[src/synth_ctl_pkg.sv]
/*
  Constants for the control and status pin logic of a clock synthesizer:
  widths, register offsets, reset values, field positions, pin indices.
  Assumes nothing of its surroundings; included by package name only.
*/
package synth_ctl_pkg;

  // ==========================================================================
  // widths
  localparam int ADDR_W   = 8;
  localparam int DATA_W   = 32;
  localparam int NUM_OUT  = 7;
  localparam int NUM_LOOP = 3;
  localparam int NUM_IN   = 3;
  localparam int NUM_PIN  = 6;
  localparam int NUM_EVT  = 7;

  // ==========================================================================
  // register offsets (byte addresses)
  localparam logic [ADDR_W-1:0] OFS_OE_MASK0  = 8'h00;
  localparam logic [ADDR_W-1:0] OFS_OE_MASK1  = 8'h04;
  localparam logic [ADDR_W-1:0] OFS_OE_MASK2  = 8'h08;
  localparam logic [ADDR_W-1:0] OFS_STEP_MASK = 8'h0c;
  localparam logic [ADDR_W-1:0] OFS_STEP_SIZE = 8'h10;
  localparam logic [ADDR_W-1:0] OFS_LIVE      = 8'h14;
  localparam logic [ADDR_W-1:0] OFS_EVT_STAT  = 8'h18;
  localparam logic [ADDR_W-1:0] OFS_EVT_MASK  = 8'h1c;
  localparam logic [ADDR_W-1:0] OFS_OFFSET_A  = 8'h20;
  localparam logic [ADDR_W-1:0] OFS_OFFSET_C  = 8'h24;
  localparam logic [ADDR_W-1:0] OFS_OFFSET_D  = 8'h28;
  localparam logic [ADDR_W-1:0] OFS_OUT_EN    = 8'h2c;

  // ==========================================================================
  // reset values
  localparam logic [NUM_OUT-1:0]  RST_OE_MASK0  = 7'h7f;
  localparam logic [NUM_OUT-1:0]  RST_OE_MASK12 = 7'h00;
  localparam logic [NUM_LOOP-1:0] RST_STEP_MASK = 3'h0;
  localparam logic [DATA_W-1:0]   RST_STEP_SIZE = 32'h0000_0001;
  localparam logic [NUM_EVT-1:0]  RST_EVT_MASK  = 7'h00;
  localparam logic [DATA_W-1:0]   RST_OFFSET    = 32'h0000_0000;

  // ==========================================================================
  // live status fields: lock bits low, loss-of-signal bits above them
  localparam int LIVE_LOCK_LSB = 0;
  localparam int LIVE_LOS_LSB  = 3;
  // event status fields
  localparam int EVT_UNLOCK_LSB = 0;
  localparam int EVT_LOS_LSB    = 3;
  localparam int EVT_STEP_BIT   = 6;

  // ==========================================================================
  // synchronised pin indices and their idle levels
  localparam int PIN_DOWN  = 0;
  localparam int PIN_UP    = 1;
  localparam int PIN_OE0   = 2;
  localparam int PIN_OE1   = 3;
  localparam int PIN_OE2   = 4;
  localparam int PIN_RST_N = 5;
  localparam logic [NUM_PIN-1:0] PIN_IDLE = 6'h20;

endpackage : synth_ctl_pkg

[src/pin_sync_if.sv]
/*
  Carrier between the pin synchroniser and the control core: raw pins in,
  settled levels and one-cycle rising-edge pulses out.
  Assumes one clock shared by both ends.
*/
`timescale 1ns/10ps
`default_nettype none

interface pin_sync_if;

  // ==========================================================================
  // bundle
  logic [synth_ctl_pkg::NUM_PIN-1:0] raw;
  logic [synth_ctl_pkg::NUM_PIN-1:0] level;
  logic [synth_ctl_pkg::NUM_PIN-1:0] rise;

  modport sync (input raw, output level, output rise);
  modport core (output raw, input level, input rise);

endinterface : pin_sync_if

`default_nettype wire

[src/pin_sync.sv]
/*
  Three-stage synchroniser with agreement filter and rising-edge pulse
  for every control pin.
  Assumes pins are asynchronous levels and rst is synchronous to clock.
*/
`timescale 1ns/10ps
`default_nettype none

module pin_sync (
  input  wire logic clock,
  input  wire logic rst,
  pin_sync_if.sync  pins
);

  logic [synth_ctl_pkg::NUM_PIN-1:0] s1_r;
  logic [synth_ctl_pkg::NUM_PIN-1:0] s2_r;
  logic [synth_ctl_pkg::NUM_PIN-1:0] s3_r;
  logic [synth_ctl_pkg::NUM_PIN-1:0] level_r;
  logic [synth_ctl_pkg::NUM_PIN-1:0] rise_r;

  // ==========================================================================
  // three flop chain; first stage feeds only the second
  always_ff @(posedge clock) begin
    if (rst) begin
      s1_r <= synth_ctl_pkg::PIN_IDLE;
      s2_r <= synth_ctl_pkg::PIN_IDLE;
      s3_r <= synth_ctl_pkg::PIN_IDLE;
    end else begin
      s1_r <= pins.raw;
      s2_r <= s1_r;
      s3_r <= s2_r;
    end
  end

  // settled level moves once stages two and three agree; edge pulse
  always_ff @(posedge clock) begin
    if (rst) begin
      level_r <= synth_ctl_pkg::PIN_IDLE;
      rise_r  <= '0;
    end else begin
      for (int i = 0; i < synth_ctl_pkg::NUM_PIN; i++) begin
        if (s2_r[i] == s3_r[i]) begin
          level_r[i] <= s3_r[i];
          rise_r[i]  <= s3_r[i] & ~level_r[i];
        end else begin
          rise_r[i]  <= 1'b0;
        end
      end
    end
  end

  assign pins.level = level_r;
  assign pins.rise  = rise_r;

endmodule : pin_sync

`default_nettype wire

[src/synth_ctl.sv]
/*
  Control and status pin logic of a three-loop clock synthesizer: device
  reset pin, masked output enables, lock and loss-of-signal status pins,
  frequency step pins, register port and interrupt.
  Assumes loop lock and signal monitors run on the same clock; pins are
  asynchronous and pass through pin_sync.
*/
// The register offsets and strobed register access were chosen for this implementation.
// What this block does
// reset pin low resets all internal logic except the pin synchroniser, which only rst resets
// reset restores every register default
// clock outputs disabled throughout reset
// each enable pin gated by own mask
// default: pin 0 all outputs, others none
// unlock pin low unlocked, high locked
// signal-lost pins follow status register bits
// down pin lowers selected loops one step
// up pin raises selected loops one step
// step mask selects which loops respond
// step size comes from a register
// enable pins active low, high disables
// step pins synchronised, edge gives one step
`timescale 1ns/10ps
`default_nettype none

module synth_ctl (
  input  wire logic                                clock,
  input  wire logic                                rst,
  // pins from the host or board
  input  wire logic                                device_reset_n,
  input  wire logic                                out_enable_pin_0_n,
  input  wire logic                                out_enable_pin_1_n,
  input  wire logic                                out_enable_pin_2_n,
  input  wire logic                                freq_step_up,
  input  wire logic                                freq_step_down,
  // loop and input monitors, same clock
  input  wire logic [synth_ctl_pkg::NUM_LOOP-1:0]  loop_locked,
  input  wire logic [synth_ctl_pkg::NUM_IN-1:0]    input_los,
  // register port
  input  wire logic [synth_ctl_pkg::ADDR_W-1:0]    reg_addr,
  input  wire logic [synth_ctl_pkg::DATA_W-1:0]    reg_wdata,
  input  wire logic                                reg_wr,
  input  wire logic                                reg_rd,
  output logic      [synth_ctl_pkg::DATA_W-1:0]    reg_rdata,
  // status pins
  output logic                                     loop_a_unlocked_n,
  output logic                                     loop_c_unlocked_n,
  output logic                                     loop_d_unlocked_n,
  output logic                                     input0_signal_lost_n,
  output logic                                     input1_signal_lost_n,
  output logic                                     input2_signal_lost_n,
  // to output drivers and loops
  output logic      [synth_ctl_pkg::NUM_OUT-1:0]   clk_out_enable,
  output logic      [synth_ctl_pkg::DATA_W-1:0]    loop_a_freq_offset,
  output logic      [synth_ctl_pkg::DATA_W-1:0]    loop_c_freq_offset,
  output logic      [synth_ctl_pkg::DATA_W-1:0]    loop_d_freq_offset,
  output logic                                     irq
);

  localparam int NL = synth_ctl_pkg::NUM_LOOP;
  localparam int NO = synth_ctl_pkg::NUM_OUT;
  localparam int NE = synth_ctl_pkg::NUM_EVT;
  localparam int DW = synth_ctl_pkg::DATA_W;

  typedef logic [DW-1:0] word_t;

  // ==========================================================================
  // helpers

  // place a narrow field in the low bits of a bus word
  function automatic word_t widen(input logic [DW-1:0] v, input int w);
    word_t m;
    m = '1;
    m = m >> (DW - w);
    return v & m;
  endfunction : widen

  // enable per output: any masked pin held high turns it off
  function automatic logic [NO-1:0] gate_outputs(
    input logic [NO-1:0] m0,
    input logic [NO-1:0] m1,
    input logic [NO-1:0] m2,
    input logic [2:0]    pin_high
  );
    logic [NO-1:0] off;
    off = ({NO{pin_high[0]}} & m0)
        | ({NO{pin_high[1]}} & m1)
        | ({NO{pin_high[2]}} & m2);
    return ~off;
  endfunction : gate_outputs

  // ==========================================================================
  // pin synchronisation
  pin_sync_if pins ();

  assign pins.raw[synth_ctl_pkg::PIN_DOWN]  = freq_step_down;
  assign pins.raw[synth_ctl_pkg::PIN_UP]    = freq_step_up;
  assign pins.raw[synth_ctl_pkg::PIN_OE0]   = out_enable_pin_0_n;
  assign pins.raw[synth_ctl_pkg::PIN_OE1]   = out_enable_pin_1_n;
  assign pins.raw[synth_ctl_pkg::PIN_OE2]   = out_enable_pin_2_n;
  assign pins.raw[synth_ctl_pkg::PIN_RST_N] = device_reset_n;

  pin_sync u_pin_sync (
    .clock (clock),
    .rst   (rst),
    .pins  (pins.sync)
  );

  // ==========================================================================
  // internal reset: port reset or settled reset pin low
  logic core_rst;

  assign core_rst = rst | ~pins.level[synth_ctl_pkg::PIN_RST_N];

  // ==========================================================================
  // registers
  logic [NO-1:0] oe_mask0_r;
  logic [NO-1:0] oe_mask1_r;
  logic [NO-1:0] oe_mask2_r;
  logic [NL-1:0] step_mask_r;
  word_t         step_size_r;
  logic [NE-1:0] evt_mask_r;
  logic [NE-1:0] evt_stat_r;
  logic [NE-1:0] evt_stat_nxt;
  logic [NL-1:0] lock_r;
  logic [NL-1:0] los_r;
  word_t         offset_r [NL];
  word_t         rdata_r;
  logic [NO-1:0] out_en_r;
  logic          irq_r;
  logic [NL-1:0] unlocked_n_r;
  logic [NL-1:0] lost_n_r;

  logic          wr_hit;
  logic          rd_evt;

  assign wr_hit = reg_wr & ~core_rst;
  assign rd_evt = reg_rd & (reg_addr == synth_ctl_pkg::OFS_EVT_STAT);

  // software writes; any reset puts defaults back
  always_ff @(posedge clock) begin
    if (core_rst) begin
      oe_mask0_r  <= synth_ctl_pkg::RST_OE_MASK0;
      oe_mask1_r  <= synth_ctl_pkg::RST_OE_MASK12;
      oe_mask2_r  <= synth_ctl_pkg::RST_OE_MASK12;
      step_mask_r <= synth_ctl_pkg::RST_STEP_MASK;
      step_size_r <= synth_ctl_pkg::RST_STEP_SIZE;
      evt_mask_r  <= synth_ctl_pkg::RST_EVT_MASK;
    end else if (wr_hit) begin
      unique case (reg_addr)
        synth_ctl_pkg::OFS_OE_MASK0:  oe_mask0_r  <= reg_wdata[NO-1:0];
        synth_ctl_pkg::OFS_OE_MASK1:  oe_mask1_r  <= reg_wdata[NO-1:0];
        synth_ctl_pkg::OFS_OE_MASK2:  oe_mask2_r  <= reg_wdata[NO-1:0];
        synth_ctl_pkg::OFS_STEP_MASK: step_mask_r <= reg_wdata[NL-1:0];
        synth_ctl_pkg::OFS_STEP_SIZE: step_size_r <= reg_wdata;
        synth_ctl_pkg::OFS_EVT_MASK:  evt_mask_r  <= reg_wdata[NE-1:0];
        default: ;
      endcase
    end
  end

  // ==========================================================================
  // live status capture from the monitors
  always_ff @(posedge clock) begin
    if (core_rst) begin
      lock_r <= '0;
      los_r  <= '0;
    end else begin
      lock_r <= loop_locked;
      los_r  <= input_los;
    end
  end

  // ==========================================================================
  // frequency stepping of the selected loops
  logic step_up;
  logic step_dn;

  assign step_up = pins.rise[synth_ctl_pkg::PIN_UP];
  assign step_dn = pins.rise[synth_ctl_pkg::PIN_DOWN];

  // one edge, one step; both at once cancel out
  always_ff @(posedge clock) begin
    if (core_rst) begin
      for (int i = 0; i < NL; i++) begin
        offset_r[i] <= synth_ctl_pkg::RST_OFFSET;
      end
    end else begin
      for (int i = 0; i < NL; i++) begin
        if (step_mask_r[i] && step_up && !step_dn) begin
          offset_r[i] <= offset_r[i] + step_size_r;
        end else if (step_mask_r[i] && step_dn && !step_up) begin
          offset_r[i] <= offset_r[i] - step_size_r;
        end
      end
    end
  end

  // ==========================================================================
  // sticky events: loop lost lock, input lost signal, step applied
  logic [NE-1:0] evt_raw;
  logic          step_taken;

  assign step_taken = (step_up ^ step_dn) & (|step_mask_r);

  always_comb begin
    evt_raw = '0;
    evt_raw[synth_ctl_pkg::EVT_UNLOCK_LSB +: NL] = lock_r & ~loop_locked;
    evt_raw[synth_ctl_pkg::EVT_LOS_LSB +: NL]    = ~los_r & input_los;
    evt_raw[synth_ctl_pkg::EVT_STEP_BIT]         = step_taken;
  end

  // a read clears, but an event in the same cycle wins
  always_comb begin
    evt_stat_nxt = evt_stat_r;
    if (rd_evt) begin
      evt_stat_nxt = '0;
    end
    evt_stat_nxt = evt_stat_nxt | evt_raw;
  end

  always_ff @(posedge clock) begin
    if (core_rst) begin
      evt_stat_r <= '0;
    end else begin
      evt_stat_r <= evt_stat_nxt;
    end
  end

  // interrupt level from unmasked sticky bits
  always_ff @(posedge clock) begin
    if (core_rst) begin
      irq_r <= 1'b0;
    end else begin
      irq_r <= |(evt_stat_nxt & evt_mask_r);
    end
  end

  // ==========================================================================
  // output clock enables
  logic [2:0] oe_high;

  assign oe_high = {pins.level[synth_ctl_pkg::PIN_OE2],
                    pins.level[synth_ctl_pkg::PIN_OE1],
                    pins.level[synth_ctl_pkg::PIN_OE0]};

  // pins are active low; masks pick what each pin controls
  always_ff @(posedge clock) begin
    if (core_rst) begin
      out_en_r <= '0;
    end else begin
      out_en_r <= gate_outputs(oe_mask0_r, oe_mask1_r, oe_mask2_r,
                               oe_high);  // see R4
    end
  end

  // ==========================================================================
  // status pins
  always_ff @(posedge clock) begin
    if (core_rst) begin
      unlocked_n_r <= '0;
      lost_n_r     <= '1;
    end else begin
      unlocked_n_r <= lock_r;
      lost_n_r     <= ~los_r;
    end
  end

  // ==========================================================================
  // register read, answered the cycle after the strobe
  always_ff @(posedge clock) begin
    if (core_rst) begin
      rdata_r <= '0;
    end else if (reg_rd) begin
      unique case (reg_addr)
        synth_ctl_pkg::OFS_OE_MASK0:  rdata_r <= widen(word_t'(oe_mask0_r), NO);
        synth_ctl_pkg::OFS_OE_MASK1:  rdata_r <= widen(word_t'(oe_mask1_r), NO);
        synth_ctl_pkg::OFS_OE_MASK2:  rdata_r <= widen(word_t'(oe_mask2_r), NO);
        synth_ctl_pkg::OFS_STEP_MASK: rdata_r <= widen(word_t'(step_mask_r), NL);
        synth_ctl_pkg::OFS_STEP_SIZE: rdata_r <= step_size_r;
        synth_ctl_pkg::OFS_LIVE: begin
          rdata_r <= widen(word_t'({los_r, lock_r}), 2 * NL);
        end
        synth_ctl_pkg::OFS_EVT_STAT:  rdata_r <= widen(word_t'(evt_stat_r), NE);
        synth_ctl_pkg::OFS_EVT_MASK:  rdata_r <= widen(word_t'(evt_mask_r), NE);
        synth_ctl_pkg::OFS_OFFSET_A:  rdata_r <= offset_r[0];
        synth_ctl_pkg::OFS_OFFSET_C:  rdata_r <= offset_r[1];
        synth_ctl_pkg::OFS_OFFSET_D:  rdata_r <= offset_r[2];
        synth_ctl_pkg::OFS_OUT_EN:    rdata_r <= widen(word_t'(out_en_r), NO);
        default:                      rdata_r <= '0;  // unmapped reads zero
      endcase
    end else begin
      rdata_r <= '0;
    end
  end

  // ==========================================================================
  // outputs, all straight from flops
  assign reg_rdata            = rdata_r;
  assign clk_out_enable       = out_en_r;
  assign irq                  = irq_r;
  assign loop_a_unlocked_n    = unlocked_n_r[0];
  assign loop_c_unlocked_n    = unlocked_n_r[1];
  assign loop_d_unlocked_n    = unlocked_n_r[2];
  assign input0_signal_lost_n = lost_n_r[0];
  assign input1_signal_lost_n = lost_n_r[1];
  assign input2_signal_lost_n = lost_n_r[2];
  assign loop_a_freq_offset   = offset_r[0];
  assign loop_c_freq_offset   = offset_r[1];
  assign loop_d_freq_offset   = offset_r[2];

endmodule : synth_ctl

`default_nettype wire

[config.mk]
export PLATFORM = sky130hd
export DESIGN_NAME = synth_ctl
export DESIGN_NICKNAME = d
export VERILOG_FILES = /design/src/synth_ctl_pkg.sv /design/src/pin_sync_if.sv /design/src/pin_sync.sv /design/src/synth_ctl.sv
export SDC_FILE = /design/constraint.sdc
export NUM_CORES = 1
export LEC_CHECK = 0
export BUFFER_PORTS_ARGS = -buffer_cell sky130_fd_sc_hd__buf_2
export CAP_MARGIN = 20
export CORE_MARGIN = 2
export CORE_UTILIZATION = 30
export CTS_CLUSTER_DIAMETER = 80
export DETAILED_ROUTE_END_ITERATION = 10
export MAX_ROUTING_LAYER = met4
export SLEW_MARGIN = 20
export SYNTH_ARGS = -nofsm -noshare
export SYNTH_HDL_FRONTEND = slang
export SYNTH_SLANG_ARGS = --single-unit
[constraint.sdc]
create_clock -name clock -period 5.25 [get_ports clock]
set_input_delay 0.2625 -clock clock [delete_from_list [all_inputs] [get_ports clock]]
set_output_delay 0.2625 -clock clock [all_outputs]
set_load 0.005 [all_outputs]
==> results.md <==
* Die height at between 200 and 250 um
* CORE AREA at roughly 0.055 sq mm
* Via count at 16600
* Setup TNS at 0 ps
* First-pass GRT wire length at 97.3 mm
* Vias in the first global route at 15700
* CP most frequent cell: a21o_1
* TritonCTS buffer count at 29
* Ys async rst share at 0%
* EDFF count, synth at 96
* Worst path bufs/invs at 1
* Layout cells sized above 1 at 14.5%
* RD Place Congestion at between 0.9 and 1
* Most common cell in the synthesized netlist: nor2_1
* Top post-synthesis cells by area: dfxtp_1, edfxtp_1, ha_1, a21oi_1, xnor2_1
* Register area share after synthesis at 34.8%
* Final Cell Area at roughly 0.020 sq mm
* Synthesized flop and latch total at 244
* Fmax at 216 MHz
* Minimum clock period at ~4600 ps
* CP Data Required Time at roughly 5600 ps
* Highest-delay cell along the critical path: dfxtp_1
* Synth Flop Type: dfxtp_1
* Reg2Reg Setup Slack at 620 ps
* DRC at 0
* Status: complete, no violations
* Worst hold slack at approximately 70 ps
* CTS tree: done
* Final #Nets at about 2400
* CTS Buffer Depth at 3
* CP top delay family: compound AO/OA/AOI/OAI gates
* Cells after Synth at roughly 2000
* Clk slew on worst S/H paths at 70 ps
* Final Routed Wirelength at around 65 mm
* Final period utilization at roughly nine tenths
* Synthesized area at between 0.015 and 0.02 sq mm
* Max Slew Vio Count at 0
* Final hold violation count at 0
* Synth Area per Inst at 8.46 sq um
* GR Overflow Total at 0
* Power Total at roughly 4.7 mW
* Row Count at between 80 and 90
* Max H-tree Level at 1
* Startpoint types: flop
* Vias per cell at approximately 5.6
* Max Cap Viol at 0
* Initial DRC Count at approximately 1800
* Pleak at 8.21 nW
* CP peak stage delay at ~400 ps
* Post-synth top cells: nor2_1, a21oi_1, nand2_1
* Initial antenna violation count at 6
* Fillers at around 5700
* Post-synth cell types at 85
* Setup Skew at 15.0 ps
* CP Class: flop to flop
* Crit Path Max Fanout at 7
* Top-area cell type share of the netlist area at roughly 18%
* Ports at 198
* Yosys Warn Count at 0
* Worst-Skew Late Latency at roughly 600 ps
* Syn Nets at between 2000 and 2500
* Largest net degree at the start of global routing at 68
* Post-DP HPWL at about 50 mm
* DRT antenna net count at 0
* Peak supply drop at 0.274 mV
* Power per standard cell area at between 200 and 250 mW/mm^2
* Initial Util at between 30% and 40%
* CP arrival at a little under 5000 ps
* Placed Area at 0.0185 sq mm
* Worst-Margin Slew at 1120 ps
* Rel. slew slack at between 20 and 25%
* Die X at 240 um
* Drt pass-1 iters at 7
* Port bufs at between 150 and 200
* CTS sink cnt at about 240
* RSZ-0062 raised after global routing: no
* Setup crit end kind: flop
* Per-cell routed wire length at 22.2 um
* Synth-to-layout area growth at 18.8%
* Clk root buf: clkbuf_16
* Die ar. at approximately 0.058 sq mm
* Area leader, netlist: dfxtp_1
* Crit-path cells: inv_1 > ha_1 > nand3_1 > nor4_2 > nand2_1 > nor3_1 > nand3_1 > nand2_1 > xnor2_1 > ha_1 > a21o_1 > a21o_1 > a21o_1 > a211oi_1 > nand3b_1 > o21ai_0 > o21ai_0 > xnor2_1 > nor2_1
* Worst hold path type: input port to flop
* GRT Overall Usage at a little under a quarter
* Final Setup Violations at 0
==> worst paths after layout <==
path | from | endpoint | cells after the start
worst max-delay path | step_size_r[1] | offset_r[0][31] | 19
worst min-delay path | reg_wr | step_mask_r[1] | 3
worst max register to register | step_size_r[1] | offset_r[0][31] | 19
worst min register to register | u_pin_sync.s1_r[5] | u_pin_sync.s2_r[5] | 1
==> power by group <==
group	total (mW)	switching [mW]	internal, mW
Combinational	0.465	0.281	0.185
Sequential	2.10	0.0799	2.02
Clock	2.11	0.922	1.19
==> kinds of logic (layout without fill, tap and decap cells) <==
group	Yosys count	count (layout)	synth area share [%]
fa+ha+maj	129	129	9.80
other cells	0	4	0
xor+xnor	121	121	6.41
simple gates	647	647	18.3
buf+inv	194	404	4.50
compound gates	645	645	26.0
mux	2	2	0.119
flops	244	244	34.8
==> cell type report <==
class | count | area [sq um] | area share, %
Tap cell | 748 | 936 | 4.70
Timing Repair Buffer | 268 | 1630 | 8.18
Multi-Input combinational cell | 1544 | 10200 | 51.2
Clock inverter | 17 | 119 | 0.597
Antenna cell | 4 | 10.0 | 0.0502
Sequential cell | 244 | 5850 | 29.3
Inverter | 82 | 308 | 1.54
Clock buffer | 37 | 871 | 4.37
==> what timing repair did <==
item | 4_1_cts | 5_1_grt
resized for setup | 0 | 1
hold endpoints to repair | 66 | 0
endpoints found under the setup margin | 0 | 3
hold buffers | 44 | 0
setup buffers | 0 | 0
==> routing by layer <==
metal  share of wire [%]  global-route usage (%)
met3                 8.2                    3.27
met5                   0                       -
met4                 3.8                    7.70
met2                  45                    35.8
met1                  43                    29.5
==> worst reg2reg max path, stage by stage (launching register included) <==
cell and delay [ps]:
dfxtp_1 400, inv_1 190, ha_1 220, nand3_1 170, nor4_2 310, nand2_1 210
nor3_1 280, nand3_1 140, nand2_1 100, xnor2_1 150, ha_1 350, a21o_1 200
a21o_1 190, a21o_1 210, a211oi_1 340, nand3b_1 120, o21ai_0 360, o21ai_0 190
xnor2_1 190, nor2_1 50
==> stage by stage <==
step	cells	util [%]	worst slack, ps
2_1_floorplan	1982	-	1090
3_3_place_gp	2842	33.5	606
3_5_place_dp	2842	33.5	541
5_1_grt	2942	36.1	205
6_report	2944	36.1	623
4_1_cts	2940	36.1	510
==> sequential cells by signal (all words and copies together) (netlist names), 6 cells and up <==
name,cells
u_pin_sync.s3_r,6
oe_mask2_r,7
oe_mask0_r,7
step_size_r,32
u_pin_sync.pins.level,6
oe_mask1_r,7
u_pin_sync.s1_r,6
u_pin_sync.s2_r,6
clk_out_enable,7
evt_mask_r,7
offset_r,96
evt_stat_r,7
reg_rdata,32
==> placed cells by master, fill, tap and decap left out, drive strengths merged, types with 9 or more instances in the layout <==
| cell | count |
|---|---|
| buf | 224 |
| nor2 | 219 |
| a21oi | 186 |
| nand2 | 177 |
| dfxtp | 148 |
| ha | 125 |
| xnor2 | 99 |
| edfxtp | 96 |
| inv | 89 |
| o21ai | 68 |
| a22oi | 58 |
| nand3 | 53 |
| o31ai | 53 |
| dlygate4sd3 | 44 |
| a21o | 42 |
| nor2b | 39 |
| clkbuf | 37 |
| nor3 | 34 |
| a221oi | 28 |
| a22o | 24 |
| nand2b | 23 |
| xor2 | 22 |
| a211oi | 22 |
| o21bai | 22 |
| a31oi | 18 |
| and2 | 18 |
| nand4 | 17 |
| o22ai | 14 |
| o21a | 13 |
| or2 | 13 |
| and3 | 11 |
| nand3b | 10 |
| nor4 | 10 |
| clkinv | 9 |
(Power assumes the default switching activity.)
